==> src/common/dbdc_pkg.sv <==
package dbdc_pkg;
   localparam logic [7:0] BOOT_SRC_OFS   = 8'h32;
   localparam logic [7:0] SW_INT_OFS     = 8'h33;
   localparam logic [7:0] MEM_CFG_OFS    = 8'h34;
   localparam logic [7:0] DEC_RST_OFS    = 8'h35;
   localparam int         BOOT_RAM_BIT   = 1;
   localparam int         COEF_DEF_BIT   = 0;
   localparam int         SW_INT_BIT     = 0;
   localparam int         RD_EN_BIT      = 3;
   localparam int         DEC_DIS_BIT    = 2;
   localparam int         SEED_LSB       = 0;
   localparam int         DEC_RST_BIT    = 0;
   localparam logic [7:0] BOOT_SRC_RST   = 8'h00;
   localparam logic [7:0] SW_INT_RST     = 8'h00;
   localparam logic [7:0] MEM_CFG_RST    = 8'h00;
   localparam logic [7:0] SEED_0         = 8'hA5;
   localparam logic [7:0] SEED_1         = 8'hB6;
   localparam logic [7:0] SEED_2         = 8'h94;
   localparam logic [7:0] SEED_3         = 8'hE2;
   localparam logic [7:0] CRC_POLY       = 8'h07;

   typedef struct packed {
      logic       wr;
      logic       rd;
      logic [7:0] addr;
      logic [7:0] wdata;
   } dbdc_req_s;

   typedef struct packed {
      logic       boot_from_ram_select;
      logic       default_coefficient_select;
      logic       internal_memory_read_enable;
      logic       decryption_disable;
      logic [1:0] crc_seed_select;
   } dbdc_cfg_s;

   function automatic logic [7:0] dbdc_seed(input logic [1:0] sel);
      case (sel)
         2'h0:    dbdc_seed = SEED_0;
         2'h1:    dbdc_seed = SEED_1;
         2'h2:    dbdc_seed = SEED_2;
         default: dbdc_seed = SEED_3;
      endcase
   endfunction : dbdc_seed
endpackage : dbdc_pkg

==> src/core/dbdc_regs.sv <==
`timescale 1ns/1ns
module dbdc_regs
   import dbdc_pkg::*;
(
   input  wire logic       clk,            // 20 MHz system clock
   input  wire logic       rstn,           // Async reset, active low
   input  wire dbdc_req_s  req,            // Control port access, one cycle strobes
   output logic [7:0]      rdata,          // Register read data, valid cycle after rd
   input  wire logic       core_int_ack,   // DSP core acknowledges the interrupt
   output logic            core_software_interrupt, // Interrupt request to core
   output logic            boot_from_ram_select,    // Boot source to core
   output logic            default_coefficient_select, // Coefficient source
   input  wire logic       mem_rd,         // Internal memory read request
   input  wire logic [7:0] mem_raw,        // Raw memory word
   output logic [7:0]      mem_rdata,      // Gated memory read data
   input  wire logic       dl_valid,       // Downloaded byte for instruction RAM
   input  wire logic [7:0] dl_data,        // Downloaded byte
   output logic            instruction_ram_we,        // Write strobe to instruction RAM
   output logic [7:0]      instruction_ram_wdata      // Decrypted or plain byte
);
   logic       rst_s1;
   logic       rst_s2;
   dbdc_cfg_s  cfg;
   dbdc_cfg_s  next_cfg;
   logic       next_int;
   logic [7:0] crc;
   logic [7:0] next_crc;
   logic [7:0] next_rdata;
   logic [7:0] next_mem_rdata;
   logic       next_instruction_ram_we;
   logic [7:0] next_instruction_ram_wdata;
   logic       wr_boot;
   logic       wr_int;
   logic       wr_cfg;
   logic       dec_rst;

   // Reset image of the stored fields, built from the register reset values
   localparam dbdc_cfg_s CFG_RST = '{
      boot_from_ram_select:        BOOT_SRC_RST[BOOT_RAM_BIT],
      default_coefficient_select:  BOOT_SRC_RST[COEF_DEF_BIT],
      internal_memory_read_enable: MEM_CFG_RST[RD_EN_BIT],
      decryption_disable:          MEM_CFG_RST[DEC_DIS_BIT],
      crc_seed_select:             MEM_CFG_RST[SEED_LSB +: 2]
   };

   always_ff @(posedge clk or negedge rstn) begin
      if (!rstn) begin
         rst_s1 <= 1'b0;
         rst_s2 <= 1'b0;
      end else begin
         rst_s1 <= 1'b1;
         rst_s2 <= rst_s1;
      end
   end

   // One CRC-8 step per byte; key stream is the CRC state
   function automatic logic [7:0] crc_step(input logic [7:0] c, input logic [7:0] d);
      logic [7:0] r;
      r = c ^ d;
      for (int i = 0; i < 8; i++) begin
         r = r[7] ? ((r << 1) ^ CRC_POLY) : (r << 1);
      end
      crc_step = r;
   endfunction : crc_step

   // Offset match shared by the write strobes and the checks below
   function automatic logic reg_hit(input logic [7:0] addr, input logic [7:0] ofs);
      reg_hit = addr == ofs;
   endfunction : reg_hit

   assign wr_boot = req.wr && reg_hit(req.addr, BOOT_SRC_OFS);
   assign wr_int  = req.wr && reg_hit(req.addr, SW_INT_OFS);
   assign wr_cfg  = req.wr && reg_hit(req.addr, MEM_CFG_OFS);
   assign dec_rst = req.wr && reg_hit(req.addr, DEC_RST_OFS) && req.wdata[DEC_RST_BIT];

   always_comb begin
      next_cfg = cfg;
      if (wr_boot) begin
         next_cfg.boot_from_ram_select       = req.wdata[BOOT_RAM_BIT];
         next_cfg.default_coefficient_select = req.wdata[COEF_DEF_BIT];
      end
      if (wr_cfg) begin
         next_cfg.internal_memory_read_enable = req.wdata[RD_EN_BIT];
         next_cfg.decryption_disable          = req.wdata[DEC_DIS_BIT];
         next_cfg.crc_seed_select             = req.wdata[SEED_LSB +: 2];
      end
   end

   // Host set wins over an acknowledge in the same cycle
   always_comb begin
      next_int = core_software_interrupt;
      if (core_int_ack)
         next_int = 1'b0;
      if (wr_int && req.wdata[SW_INT_BIT])
         next_int = 1'b1;
   end

   always_comb begin
      next_rdata = 8'h00;
      if (req.rd) begin
         case (req.addr)
            BOOT_SRC_OFS: next_rdata = {6'h00, cfg.boot_from_ram_select,
                                        cfg.default_coefficient_select};
            SW_INT_OFS:   next_rdata = {7'h00, core_software_interrupt};
            MEM_CFG_OFS:  next_rdata = {4'h0, cfg.internal_memory_read_enable,
                                        cfg.decryption_disable, cfg.crc_seed_select};
            default:      next_rdata = 8'h00;
         endcase
      end
      next_mem_rdata = (mem_rd && cfg.internal_memory_read_enable) ? mem_raw : 8'h00;
   end

   // Reset from the register loads the seed picked by next_cfg, so a seed write in the same cycle would already count
   always_comb begin
      next_crc        = crc;
      next_instruction_ram_we    = dl_valid;
      next_instruction_ram_wdata = dl_data;
      if (dl_valid && !cfg.decryption_disable) begin
         next_instruction_ram_wdata = dl_data ^ crc;
         next_crc        = crc_step(crc, dl_data);
      end
      if (dec_rst)
         next_crc = dbdc_seed(next_cfg.crc_seed_select);
   end

   always_ff @(posedge clk or negedge rst_s2) begin
      if (!rst_s2) begin
         cfg                     <= CFG_RST;
         core_software_interrupt <= SW_INT_RST[SW_INT_BIT];
         crc                     <= SEED_0;
         rdata                   <= 8'h00;
         mem_rdata               <= 8'h00;
         instruction_ram_we                 <= 1'b0;
         instruction_ram_wdata              <= 8'h00;
      end else begin
         cfg                     <= next_cfg;
         core_software_interrupt <= next_int;
         crc                     <= next_crc;
         rdata                   <= next_rdata;
         mem_rdata               <= next_mem_rdata;
         instruction_ram_we                 <= next_instruction_ram_we;
         instruction_ram_wdata              <= next_instruction_ram_wdata;
      end
   end

   assign boot_from_ram_select       = cfg.boot_from_ram_select;
   assign default_coefficient_select = cfg.default_coefficient_select;

   boot_sel_a: assert property (@(posedge clk) disable iff (!rst_s2)
      wr_boot |=> boot_from_ram_select == $past(req.wdata[BOOT_RAM_BIT]))
      else $error("boot source not taken");
   coef_sel_a: assert property (@(posedge clk) disable iff (!rst_s2)
      wr_boot |=> default_coefficient_select == $past(req.wdata[COEF_DEF_BIT]))
      else $error("coefficient source not taken");
   int_set_a: assert property (@(posedge clk) disable iff (!rst_s2)
      (wr_int && req.wdata[SW_INT_BIT]) |=> core_software_interrupt)
      else $error("interrupt not raised");
   int_clr_a: assert property (@(posedge clk) disable iff (!rst_s2)
      (core_int_ack && !wr_int) |=> !core_software_interrupt)
      else $error("interrupt not cleared on ack");
   mem_gate_a: assert property (@(posedge clk) disable iff (!rst_s2)
      !cfg.internal_memory_read_enable |=> mem_rdata == 8'h00)
      else $error("memory read not gated");
   plain_a: assert property (@(posedge clk) disable iff (!rst_s2)
      (dl_valid && cfg.decryption_disable) |=> instruction_ram_we && instruction_ram_wdata == $past(dl_data))
      else $error("plain store altered");
   seed_load_a: assert property (@(posedge clk) disable iff (!rst_s2)
      (dec_rst && cfg.crc_seed_select == 2'h2 && !wr_cfg) |=> crc == SEED_2)
      else $error("wrong seed loaded");
   decrypt_a: assert property (@(posedge clk) disable iff (!rst_s2)
      (dl_valid && !cfg.decryption_disable) |=> instruction_ram_wdata == ($past(dl_data) ^ $past(crc)))
      else $error("decryption key wrong");
   rst_read_a: assert property (@(posedge clk) disable iff (!rst_s2)
      (req.rd && req.addr == DEC_RST_OFS) |=> rdata == 8'h00)
      else $error("reset bit reads nonzero");

   // Stored fields hold still unless their own register is written
   boot_keep_a: assert property (@(posedge clk) disable iff (!rst_s2)
      !wr_boot |=> $stable(boot_from_ram_select))
      else $error("boot source changed without a write");

   coef_keep_a: assert property (@(posedge clk) disable iff (!rst_s2)
      !wr_boot |=> $stable(default_coefficient_select))
      else $error("coefficient source changed without a write");

   rd_en_keep_a: assert property (@(posedge clk) disable iff (!rst_s2)
      !wr_cfg |=> $stable(cfg.internal_memory_read_enable))
      else $error("read enable changed without a write");

   dis_keep_a: assert property (@(posedge clk) disable iff (!rst_s2)
      !wr_cfg |=> $stable(cfg.decryption_disable))
      else $error("decryption mode changed without a write");

   seed_keep_a: assert property (@(posedge clk) disable iff (!rst_s2)
      !wr_cfg |=> $stable(cfg.crc_seed_select))
      else $error("seed select changed without a write");

   // Read-back shows the stored bits, reserved positions at 0
   boot_read_a: assert property (@(posedge clk) disable iff (!rst_s2)
      (req.rd && req.addr == BOOT_SRC_OFS) |=>
         rdata == {6'h00, $past(boot_from_ram_select), $past(default_coefficient_select)})
      else $error("boot register read back wrong");

   cfg_read_a: assert property (@(posedge clk) disable iff (!rst_s2)
      (req.rd && req.addr == MEM_CFG_OFS) |=>
         rdata == {4'h0, $past(cfg.internal_memory_read_enable),
                   $past(cfg.decryption_disable), $past(cfg.crc_seed_select)})
      else $error("memory config read back wrong");

   int_read_a: assert property (@(posedge clk) disable iff (!rst_s2)
      (req.rd && req.addr == SW_INT_OFS) |=>
         rdata == {7'h00, $past(core_software_interrupt)})
      else $error("interrupt bit read back wrong");

   // A zero write or an idle cycle leaves a pending interrupt alone
   int_hold_a: assert property (@(posedge clk) disable iff (!rst_s2)
      (!core_int_ack && !(wr_int && req.wdata[SW_INT_BIT])) |=>
         $stable(core_software_interrupt))
      else $error("interrupt changed with no set or acknowledge");

   int_zero_a: assert property (@(posedge clk) disable iff (!rst_s2)
      (wr_int && !req.wdata[SW_INT_BIT] && !core_int_ack && core_software_interrupt) |=>
         core_software_interrupt)
      else $error("zero write cleared the interrupt");

   int_fall_a: assert property (@(posedge clk) disable iff (!rst_s2)
      (core_int_ack && core_software_interrupt && !wr_int) |=>
         $fell(core_software_interrupt))
      else $error("pending interrupt not dropped on ack");

   // Open gate passes the raw word; no request gives 0 either way
   mem_pass_a: assert property (@(posedge clk) disable iff (!rst_s2)
      (mem_rd && cfg.internal_memory_read_enable) |=> mem_rdata == $past(mem_raw))
      else $error("enabled memory read altered");

   mem_idle_a: assert property (@(posedge clk) disable iff (!rst_s2)
      !mem_rd |=> mem_rdata == 8'h00)
      else $error("memory data without a request");

   // Every downloaded byte is written exactly once, decrypted or not
   we_follow_a: assert property (@(posedge clk) disable iff (!rst_s2)
      dl_valid |=> instruction_ram_we)
      else $error("downloaded byte not written");

   we_idle_a: assert property (@(posedge clk) disable iff (!rst_s2)
      !dl_valid |=> !instruction_ram_we)
      else $error("write strobe without a byte");

   crc_hold_a: assert property (@(posedge clk) disable iff (!rst_s2)
      ((!dl_valid || cfg.decryption_disable) && !dec_rst) |=> $stable(crc))
      else $error("key state moved with no decrypted byte");

   rst_keep_a: assert property (@(posedge clk) disable iff (!rst_s2)
      (req.wr && reg_hit(req.addr, DEC_RST_OFS) && !req.wdata[DEC_RST_BIT] && !dl_valid) |=>
         $stable(crc))
      else $error("zero write disturbed the key state");

   // Each seed code loads its own seed
   seed_zero_a: assert property (@(posedge clk) disable iff (!rst_s2)
      (dec_rst && cfg.crc_seed_select == 2'h0) |=> crc == SEED_0)
      else $error("seed code 0 loaded wrong seed");

   seed_one_a: assert property (@(posedge clk) disable iff (!rst_s2)
      (dec_rst && cfg.crc_seed_select == 2'h1) |=> crc == SEED_1)
      else $error("seed code 1 loaded wrong seed");

   seed_three_a: assert property (@(posedge clk) disable iff (!rst_s2)
      (dec_rst && cfg.crc_seed_select == 2'h3) |=> crc == SEED_3)
      else $error("seed code 3 loaded wrong seed");

   // The first byte after a reset write and one quiet cycle is keyed by the seed;
   // a byte in the quiet cycle would advance the state, so it is excluded
   key_zero_a: assert property (@(posedge clk) disable iff (!rst_s2)
      (dec_rst && cfg.crc_seed_select == 2'h0) ##1 (!dl_valid && !dec_rst) ##1
         (dl_valid && !cfg.decryption_disable && !dec_rst) |=>
         instruction_ram_wdata == ($past(dl_data) ^ SEED_0))
      else $error("first key after reset is not seed 0");

   key_one_a: assert property (@(posedge clk) disable iff (!rst_s2)
      (dec_rst && cfg.crc_seed_select == 2'h1) ##1 (!dl_valid && !dec_rst) ##1
         (dl_valid && !cfg.decryption_disable && !dec_rst) |=>
         instruction_ram_wdata == ($past(dl_data) ^ SEED_1))
      else $error("first key after reset is not seed 1");

   key_two_a: assert property (@(posedge clk) disable iff (!rst_s2)
      (dec_rst && cfg.crc_seed_select == 2'h2) ##1 (!dl_valid && !dec_rst) ##1
         (dl_valid && !cfg.decryption_disable && !dec_rst) |=>
         instruction_ram_wdata == ($past(dl_data) ^ SEED_2))
      else $error("first key after reset is not seed 2");

   key_three_a: assert property (@(posedge clk) disable iff (!rst_s2)
      (dec_rst && cfg.crc_seed_select == 2'h3) ##1 (!dl_valid && !dec_rst) ##1
         (dl_valid && !cfg.decryption_disable && !dec_rst) |=>
         instruction_ram_wdata == ($past(dl_data) ^ SEED_3))
      else $error("first key after reset is not seed 3");
endmodule : dbdc_regs

==> config.mk <==
export PLATFORM = sky130hd
export DESIGN_NAME = dbdc_regs
export DESIGN_NICKNAME = d
export VERILOG_FILES = /design/src/common/dbdc_pkg.sv /design/src/core/dbdc_regs.sv
export SDC_FILE = /design/constraint.sdc
export NUM_CORES = 1
export LEC_CHECK = 0
export ABC_AREA = 0
export BUFFER_PORTS_ARGS = -buffer_cell sky130_fd_sc_hd__buf_2
export CORE_UTILIZATION = 49
export CTS_CLUSTER_DIAMETER = 120
export DETAILED_ROUTE_END_ITERATION = 7
export PLACE_DENSITY_LB_ADDON = 0.25
export SLEW_MARGIN = 40
export SYNTH_ARGS = -nofsm -noshare
export SYNTH_HDL_FRONTEND = slang
export SYNTH_SLANG_ARGS = --single-unit
==> constraint.sdc <==
create_clock -name clk -period 1.5 [get_ports clk]
set_input_delay 0.15 -clock clk [delete_from_list [all_inputs] [get_ports clk]]
set_output_delay 0.15 -clock clk [all_outputs]
set_load 0.01 [all_outputs]
==> flow_metrics.py, run 1 <==
metrics = {
    "drt": {
        "wl_per_cell_um": 15.39,
        "num_vias": 1543,
        "drc": 0,
        "drt_first_pass_iters": 4,
        "wl_mm": 4.695,
        "ant_nets": 0,
        "first_iter_violations": 105,
        "viasPerCell": 5.059,
    },
    "yosys": {
        "ys_seq_area_share_pct": 50.63,
        "syn_area_mm2": 0.001888,
        "yosysWarnings": 0,
        "ys_ff_latch": 38,
        "ys_types": 39,
        "yosys-top-cells-area": "dfrtp_1, xnor2_1, xnor3_1",
        "synthMostInstantiatedCell": "dfrtp_1",
        "syn_avg_cell_area_um2": 12.18,
        "synth_cells": 155,
        "synth_common_cells": "dfrtp_1, xnor2_1, and3_1, nand2_1, mux2_2",
        "synth_edf_count": 0,
        "synth_top_cell_area_share_pct": 45.06,
        "synthFlopType": "dfrtp_1",
        "ys_async_sr_fraction_pct": 100.0,
        "synth_top_area_cell": "dfrtp_1",
    },
    "global_route": {
        "grt_pass1_wl_mm": 7.603,
        "antenna_found_initial": 0,
        "grt.total_usage_pct": 25.16,
        "grt_pass1_vias": 1693,
        "grt_max_degree": 37,
        "grt.overflow.total": 0,
    },
    "min_path": {
        "hold_depth": 2,
        "min_path_type": "in -> reg",
    },
    "clocking": {
        "clock_sinks": 38,
        "tritoncts": "done",
        "cts_buffers": 5,
        "cts_max_level": 2,
        "cts-root-buf": "clkbuf_8",
        "path_clk_slew_ns": 0.08,
        "cts.path.max_buffers": 2,
        "clock_latency_ns": 0.29,
    },
    "setup_path": {
        "path_max_fanout": 3,
        "worst_r2r_path_depth": 5,
        "arrival_ns": 1.89,
        "rrSetupSlack_ns": -0.17,
        "startpoint_type": "register",
        "path_class": "reg -> reg",
        "required_ns": 1.71,
        "endpoint_kind": "register",
    },
    "finish": {
        "fin_area_mm2": 0.002760,
        "drive_above_1_share_pct": 50.97,
        "fin_util_pct": 74.83,
        "final_cells": 305,
        "nNetsFinal": 296,
        "area_delta_synth_final_pct": 46.19,
        "diodes": 0,
    },
    "timing": {
        "fin_skew_ns": 0.01064,
        "setup_viol": 7,
        "finalHoldViolCount": 0,
        "rsz0062_at_grt": "yes",
        "period_share_pct": 111.6,
        "worst_slack_ns": -0.1737,
        "slew_viol_final": 0,
        "period_needed_ns": 1.674,
        "max_freq_mhz": 597.5,
        "hold_ws_ns": 0.03578,
        "tns_ns": -0.7449,
    },
    "placed_design": {
        "gp_congestion": 0.8164,
        "hpwl_mm": 3.205,
        "dpl_cell_area_mm2": 0.002457,
        "dp_cells": 282,
        "portBuffers": 58,
        "place_worst_setup_slack_ns": -0.1729,
    },
    "pwr": {
        "irDropWorstVdd_uv": 831.5,
        "leakagePower_nw": 1.455,
        "finalPower_mw": 4.641,
        "power_density_mw_per_mm2": 1682,
    },
    "status": {
        "violations": "negative setup slack",
        "status": "finished, violations left",
    },
    "floorplanning": {
        "die_area_mm2": 0.004106,
        "die_h_um": 64.08,
        "io_pins": 67,
        "die_w_um": 64.08,
        "coreArea_mm2": 0.003689,
        "num_rows": 22,
        "initial_utilization_pct": 51.19,
    },
    "flow_run": {
        "cap_viol_max_count": 0,
    },
}
## cell usage in the layout (no fill, tap or decap), drive strengths merged, types with 3 or more instances in the layout
cell	instances
clkbuf	6
nor2	5
nand3	6
nand2	9
or3	3
and3	9
xnor3	6
o21ai	6
and4	3
nand2b	3
mux2	7
xnor2	17
buf	97
o211ai	3
conb	5
nor2b	4
dfrtp	34
dfstp	4
## cell families (layout without fill, tap and decap cells)
family                   count (synthesis)  in the layout  synth area share (%)
AND/OR/NAND/NOR                         50             50                 15.18
flip-flops                              38             38                 50.63
XOR/XNOR                                27             27                 19.09
AO/OA/AOI/OAI                           18             18                 6.031
buffers and inverters                   10            109                 2.783
multiplexers                             9              9                 5.236
other                                    2              5                0.3978
adder cells (fa/ha/maj)                  1              1                0.6626
## power breakdown
group,internal [mW],switching [mW]
Sequential,1.27,0.170
Combinational,1.53,0.939
Clock,0.369,0.365
Total,3.17,1.47
## path summary, 6_finish.rpt
check | start | to
setup / recovery | crc[3]$_DFFE_PN0P_ | crc[5]$_DFFE_PN1P_
hold / removal | core_int_ack | core_software_interrupt$_DFFE_PN0P_
setup reg to reg | crc[3]$_DFFE_PN0P_ | crc[5]$_DFFE_PN1P_
hold reg to reg | rst_s2$_DFF_PN0_ | crc[1]$_DFFE_PN0P_
max in group asynchronous | rst_s2$_DFF_PN0_ | crc[5]$_DFFE_PN1P_
min in group asynchronous | rstn | rst_s2$_DFF_PN0_
## flip-flops by register name, indices dropped and copies added, names as in the netlist
name and flops:
boot_from_ram_select 1, rst_s1 1, core_software_interrupt 1, instruction_ram_wdata 8, cfg 4, rst_s2 1, mem_rdata 8, instruction_ram_we 1
rdata 4, crc 8, default_coefficient_select 1
## worst max-delay path: stages (launching register included)
cell and delay (ns):
dfrtp_1 0.42, xnor2_2 0.27, buf_4 0.16, xnor3_1 0.22, or4_1 0.42, o211ai_1 0.10
## per-layer routing
layer  GRT usage (%)  routed length (um)  vias to the layer above
met1           26.90                1787                      755
li1                -                   -                      737
met2           47.21                2654                       44
met4           9.091                  70                        0
met3           6.250                 182                        7
met5               0                   0                        -
## what timing repair did
| action | 4_1_cts | 5_1_grt |
|---|---|---|
| setup endpoints to repair | 7 | 8 |
| endpoints found under the hold margin | 3 | 0 |
| buffers inserted | 11 | 3 |
| hold buffers | 2 | 0 |
| pin swaps | 12 | 8 |
| gates resized for setup | 7 | 7 |
## layout make-up
class	count	area, um2
Clock buffer	6	82.58
Clock inverter	2	12.51
Fill cell	258	928.4
Inverter	2	7.507
Multi-Input combinational cell	110	1031
Sequential cell	38	955.9
Tap cell	48	60.06
Timing Repair Buffer	99	610.6
No activity file was read; power rests on OpenSTA's default activity.
==> run 2: changes to the inputs <==
--- a/config.mk
+++ b/config.mk
@@ -7,6 +7,7 @@
 export LEC_CHECK = 0
 export ABC_AREA = 0
 export BUFFER_PORTS_ARGS = -buffer_cell sky130_fd_sc_hd__buf_2
+export CORE_ASPECT_RATIO = 0.75
 export CORE_UTILIZATION = 49
 export CTS_CLUSTER_DIAMETER = 120
 export DETAILED_ROUTE_END_ITERATION = 7
==> flow_metrics.py, run 2 (synthesis gave the netlist of run 1 again) <==
metrics = {
    "finish": {
        "nFillCells": 264,
        "nNetsFinal": 288,
        "diodes": 0,
        "final_cell_mix": "buf_2, dfrtp_1, buf_4, xnor2_1",
        "fin_area_mm2": 0.002776,
        "top_regs": "crc (8), instruction_ram_wdata (8), mem_rdata (8)",
        "drive_above_1_share_pct": 51.41,
        "area_delta_synth_final_pct": 47.05,
        "mostFrequentLayoutCell": "buf_2",
    },
    "clocking": {
        "cts_max_level": 2,
        "clock_latency_ns": 0.29,
        "clock_sinks": 38,
        "cts_buffers": 5,
        "path_clk_slew_ns": 0.08,
        "cts-root-buf": "clkbuf_8",
        "tritoncts": "done",
        "cts.path.max_buffers": 2,
    },
    "floorplanning": {
        "die_h_um": 55.76,
        "initial_utilization_pct": 51.57,
        "io_pins": 67,
        "num_rows": 19,
        "die_area_mm2": 0.004108,
        "coreArea_mm2": 0.003661,
        "die_w_um": 73.68,
    },
    "setup_path": {
        "worst_r2r_path_depth": 4,
        "startpoint_type": "register",
        "path_max_fanout": 3,
        "max_stage_delay_ns": 0.58,
        "crit_end": "crc[2]$_DFFE_PN1P_",
        "required_ns": 1.72,
        "endpoint_kind": "register",
        "rrSetupSlack_ns": -0.22,
        "r2r-start": "crc[0]$_DFFE_PN1P_",
        "path_class": "reg -> reg",
        "arrival_ns": 1.95,
        "startpoint": "crc[0]$_DFFE_PN1P_",
        "slowest_stage": "dfstp_2",
        "crit_chain": "xnor2_4, xnor3_1, or3_4, a31oi_4",
        "timing.rr.end": "crc[2]$_DFFE_PN1P_",
    },
    "timing": {
        "slew_viol_final": 0,
        "period_share_pct": 114.8,
        "tns_ns": -0.8494,
        "setup_viol": 6,
        "worst_slack_ns": -0.2221,
        "finalHoldViolCount": 0,
        "period_needed_ns": 1.722,
        "max_freq_mhz": 580.7,
        "rsz0062_at_grt": "yes",
        "fin_skew_ns": 0.004527,
    },
    "global_route": {
        "globalRoute.busiestLayer": "met2",
        "grt_pass1_vias": 1535,
        "met1_usage_pct": 30.42,
        "grt_max_degree": 37,
        "grt_use_met3_pct": 5.978,
        "met2_usage_pct": 39.32,
        "grt.overflow.total": 0,
        "grt_pass1_wl_mm": 7.224,
        "grt.total_usage_pct": 23.91,
        "antenna_found_initial": 0,
    },
    "drt": {
        "num_vias": 1513,
        "wl_mm": 4.662,
        "viasPerCell": 5.027,
        "first_iter_violations": 42,
        "drc": 0,
        "wl_per_cell_um": 15.49,
        "ant_nets": 0,
        "drt_first_pass_iters": 4,
    },
    "placed_design": {
        "dpl_cell_area_mm2": 0.002462,
        "portBuffers": 58,
        "gp_congestion": 0.8060,
        "hpwl_mm": 3.188,
    },
    "min_path": {
        "min_path_type": "in -> reg",
    },
    "status": {
        "status": "finished, violations left",
        "violations": "negative setup slack",
    },
    "flow_run": {
        "cap_viol_max_count": 0,
    },
    "pwr": {
        "power_density_mw_per_mm2": 1717,
        "leakagePower_nw": 1.446,
        "finalPower_mw": 4.768,
        "irDropWorstVdd_uv": 1497,
    },
}
## run 2: changes by cell type in the layout (fill, tap and decap cells not counted), moves of 2 or more
| cell | before | now |
|---|---|---|
| xnor2_2 | 3 | 5 |
| xor2_2 | 2 | 0 |
| bufinv_16 | 0 | 2 |
| buf_4 | 37 | 27 |
| buf_6 | 2 | 5 |
| xnor2_4 | 4 | 2 |
## run 2: area by class of cell
type,count,area (um2),area share (%)
clock buffers,5,68.82,2.479
clock inverters,3,68.82,2.479
inverters,2,7.507,0.2704
multi-input cells,110,1050,37.81
flip-flops and latches,38,957.2,34.48
well taps,52,65.06,2.343
repair buffers,91,559.3,20.14
## run 2: critical path, delay by kind of cell (launching register included)
kind / cells / cell delay, ns
AOI/OAI and AO/OA: 1 / 0.16
xor gates and xnor gates: 2 / 0.51
DFF: 1 / 0.58
and+or+nand+nor: 1 / 0.41
## run 2: timing repair
action                                  in CTS  in global routing
hold buffers                                 1                  0
hold endpoints to repair                     2                  0
setup buffers                                4                  3
endpoints found under the setup margin       7                  8
resized for setup                            4                 17
pin swaps                                    4                 16
## run 2: worst min path at each step
stage               startpoint                           end  depth (start not counted)
finish                dl_valid  instruction_ram_we$_DFF_PN0_                          1
global route          dl_valid  instruction_ram_we$_DFF_PN0_                          1
CTS                   dl_valid  instruction_ram_we$_DFF_PN0_                          1
detailed placement        rstn              rst_s2$_DFF_PN0_                          1
global placement          rstn              rst_s2$_DFF_PN0_                          1
floorplan                 rstn              rst_s1$_DFF_PN0_                          0
## run 2: routing by layer
layer | vias up | wire [um] | share of wire, %
li1 | 723 | - | -
met2 | 48 | 2304 | 49
met1 | 734 | 2044 | 44
met3 | 8 | 231 | 5.0
met4 | 0 | 82 | 1.8
met5 | - | 0 | 0
## run 2: stage by stage
| stage | util [%] | cells | hold slack, ns | setup WS [ns] |
|---|---|---|---|---|
| 6_report | 75.84 | 301 | 0.01209 | -0.2221 |
| 3_3_place_gp | 67.26 | 286 | -0.06533 | -0.1069 |
| 5_1_grt | 75.84 | 301 | 0.005856 | -0.2590 |
| 3_5_place_dp | 67.26 | 286 | -0.06156 | -0.1705 |
| 4_1_cts | 72.76 | 298 | 0.005044 | -0.1421 |
| 2_1_floorplan | - | 158 | -0.1456 | -0.05941 |
## run 2: power breakdown
group	internal [mW]	switching [mW]
Combinational	1.43	0.867
Sequential	1.27	0.161
Clock	0.666	0.373
==> run 3: changes to the inputs <==
--- a/config.mk
+++ b/config.mk
@@ -5,10 +5,12 @@
 export SDC_FILE = /design/constraint.sdc
 export NUM_CORES = 1
 export LEC_CHECK = 0
-export ABC_AREA = 0
+export ABC_AREA = 1
 export BUFFER_PORTS_ARGS = -buffer_cell sky130_fd_sc_hd__buf_2
+export CELL_PAD_IN_SITES_DETAIL_PLACEMENT = 0
+export CELL_PAD_IN_SITES_GLOBAL_PLACEMENT = 1
 export CORE_ASPECT_RATIO = 0.75
-export CORE_UTILIZATION = 49
+export CORE_UTILIZATION = 35
 export CTS_CLUSTER_DIAMETER = 120
 export DETAILED_ROUTE_END_ITERATION = 7
 export PLACE_DENSITY_LB_ADDON = 0.25
==> flow_metrics.py, run 3 <==
metrics = {
    "floorplanning": {
        "num_rows": 23,
        "io_pins": 67,
        "coreArea_mm2": 0.005497,
        "die_w_um": 90.34,
        "die_h_um": 68.25,
        "initial_utilization_pct": 37.26,
        "die_area_mm2": 0.006165,
    },
    "min_path": {
        "hold_start": "core_int_ack",
        "min_path_type": "in -> reg",
        "hold_depth": 2,
    },
    "timing": {
        "fin_skew_ns": 0.008926,
        "period_share_pct": 89.75,
        "finalHoldViolCount": 0,
        "rsz0062_at_grt": "no",
        "max_freq_mhz": 742.8,
        "slew_viol_final": 0,
        "hold_ws_ns": 0.02587,
        "tns_ns": 0,
        "period_needed_ns": 1.346,
        "setup_viol": 0,
    },
    "global_route": {
        "grt_pass1_wl_mm": 7.272,
        "grt_pass1_vias": 1599,
        "grt.total_usage_pct": 15.22,
        "grt_max_degree": 37,
        "grt.overflow.total": 0,
        "antenna_found_initial": 0,
    },
    "finish": {
        "drive_above_1_share_pct": 30.23,
        "seq_area_um2": 955.9,
        "diodes": 0,
        "final_cell_mix": "nand2_1, buf_2, inv_1, dfrtp_1, nor2_1",
        "final_cells": 419,
        "nNetsFinal": 383,
        "multi_input_area_um2": 924.6,
        "area_delta_synth_final_pct": 27.73,
        "top_regs": "crc (8), instruction_ram_wdata (8), mem_rdata (8)",
        "nFillCells": 565,
        "mostFrequentLayoutCell": "nand2_1",
    },
    "placed_design": {
        "hpwl_mm": 3.276,
        "gp_congestion": 0.7774,
        "portBuffers": 58,
        "dp_cells": 408,
    },
    "clocking": {
        "clock_sinks": 38,
        "cts_max_level": 2,
        "path_clk_slew_ns": 0.08,
        "cts-root-buf": "clkbuf_8",
        "clock_latency_ns": 0.29,
        "cts.path.max_buffers": 2,
        "tritoncts": "done",
        "cts_buffers": 5,
    },
    "drt": {
        "viasPerCell": 4.155,
        "wl_mm": 4.223,
        "drc": 0,
        "num_vias": 1741,
        "wl_per_cell_um": 10.08,
        "first_iter_violations": 46,
        "ant_nets": 0,
        "drt_first_pass_iters": 4,
    },
    "pwr": {
        "p_comb_share_pct": 34.4,
        "power.share.switching_pct": 34.60,
        "irDropWorstVdd_uv": 428.5,
        "power_frac_seq_pct": 39.2,
        "power_density_mw_per_mm2": 1268,
        "power.switching_mw": 1.148,
        "leakagePower_nw": 1.475,
        "pwr-share-clk_pct": 26.4,
        "power.internal_mw": 2.169,
    },
    "setup_path": {
        "r2r-start": "crc[0]$_DFFE_PN1P_",
        "path_class": "reg -> reg",
        "worst_r2r_path_depth": 8,
        "startpoint": "crc[0]$_DFFE_PN1P_",
        "path_max_fanout": 3,
        "endpoint_kind": "register",
        "startpoint_type": "register",
        "required_ns": 1.73,
        "arrival_ns": 1.58,
    },
    "yosys": {
        "ys_ff_latch": 38,
        "yosysWarnings": 0,
        "syn_area_mm2": 0.002048,
        "synth_edf_count": 0,
        "synthFlopType": "dfrtp_1",
        "synth_top_cell_area_share_pct": 41.54,
        "synth_top_area_cell": "dfrtp_1",
        "ys_async_sr_fraction_pct": 100.0,
        "ys_types": 27,
        "synth_common_cells": "nand2_1, inv_1, dfrtp_1",
        "synth_cells": 270,
        "ys_seq_area_share_pct": 46.67,
        "syn_avg_cell_area_um2": 7.586,
        "yosys-top-cells-area": "dfrtp_1, nand2_1, inv_1",
        "synthMostInstantiatedCell": "nand2_1",
    },
    "flow_run": {
        "cap_viol_max_count": 0,
    },
    "status": {
        "status": "finished clean",
    },
}
run 3: metal layers:
metal / track usage, % / up-vias / part of all wire, %
met1: 20.61 / 741 / 52
met3: 3.667 / 2 / 4.5
met2: 24.33 / 46 / 43
li1: - / 952 / -
met4: 4.839 / 0 / 0.50
met5: 0 / - / 0
run 3: worst paths after layout:
kind | to | slack (ns)
max reg2reg | crc[2]$_DFFE_PN1P_ | 0.15
max in group asynchronous | crc[0]$_DFFE_PN1P_ | 0.85
min in group asynchronous | rst_s2$_DFF_PN0_ | 0.17
min reg2reg | mem_rdata[1]$_DFF_PN0_ | 0.30
max | crc[2]$_DFFE_PN1P_ | 0.15
min | core_software_interrupt$_DFFE_PN0P_ | 0.03
run 3: through the flow:
stage | worst slack, ns | power, mW | cell area [um2] | utilization (%)
2_1_floorplan | 0.2370 | 2.138 | 2059 | -
3_3_place_gp | 0.07112 | 2.396 | 2462 | 44.80
3_5_place_dp | 0.05746 | 2.413 | 2462 | 44.80
4_1_cts | 0.03093 | 3.313 | 2596 | 47.23
5_1_grt | 0.008408 | 3.603 | 2616 | 47.60
6_report | 0.1537 | 3.316 | 2616 | 47.60
run 3: power by group through the flow:
stage                     registers (mW)  clock network, mW  logic (mW)
final                               1.30              0.875        1.14
after global routing                1.32              0.955        1.33
after CTS                           1.31              0.909        1.10
after detailed placement            1.33                  0        1.08
after global placement              1.32                  0        1.07
after floorplan                     1.34                  0       0.799
run 3: cell type report:
type,count,area share [%]
Inverter,42,6.026
Timing Repair Buffer,68,14.16
Clock inverter,3,1.722
Tap cell,75,3.587
Clock buffer,5,2.630
Sequential cell,38,36.54
Multi-Input combinational cell,188,35.34
run 3: cell families after synthesis:
| group | synth area share, % |
|---|---|
| simple gates | 33.66 |
| buf+inv | 9.346 |
| flops | 46.67 |
| compound gates | 5.070 |
| xor+xnor | 4.276 |
| other cells | 0.3667 |
| fa+ha+maj | 0.6108 |
run 3: worst max-delay path, stage by stage, from the launching register on:
cell     delay, ns
dfstp_2       0.54
inv_1         0.05
nand2_1       0.07
nand2_2       0.08
xnor2_2       0.24
inv_1         0.09
nand2_1       0.06
nand3_1       0.08
nand3_1       0.09
run 3: timing repair:
action	4_1_cts	5_1_grt
setup endpoints to repair	0	2
hold buffers	2	0
setup buffers	0	1
gates resized for setup	0	3
hold endpoints to repair	3	0
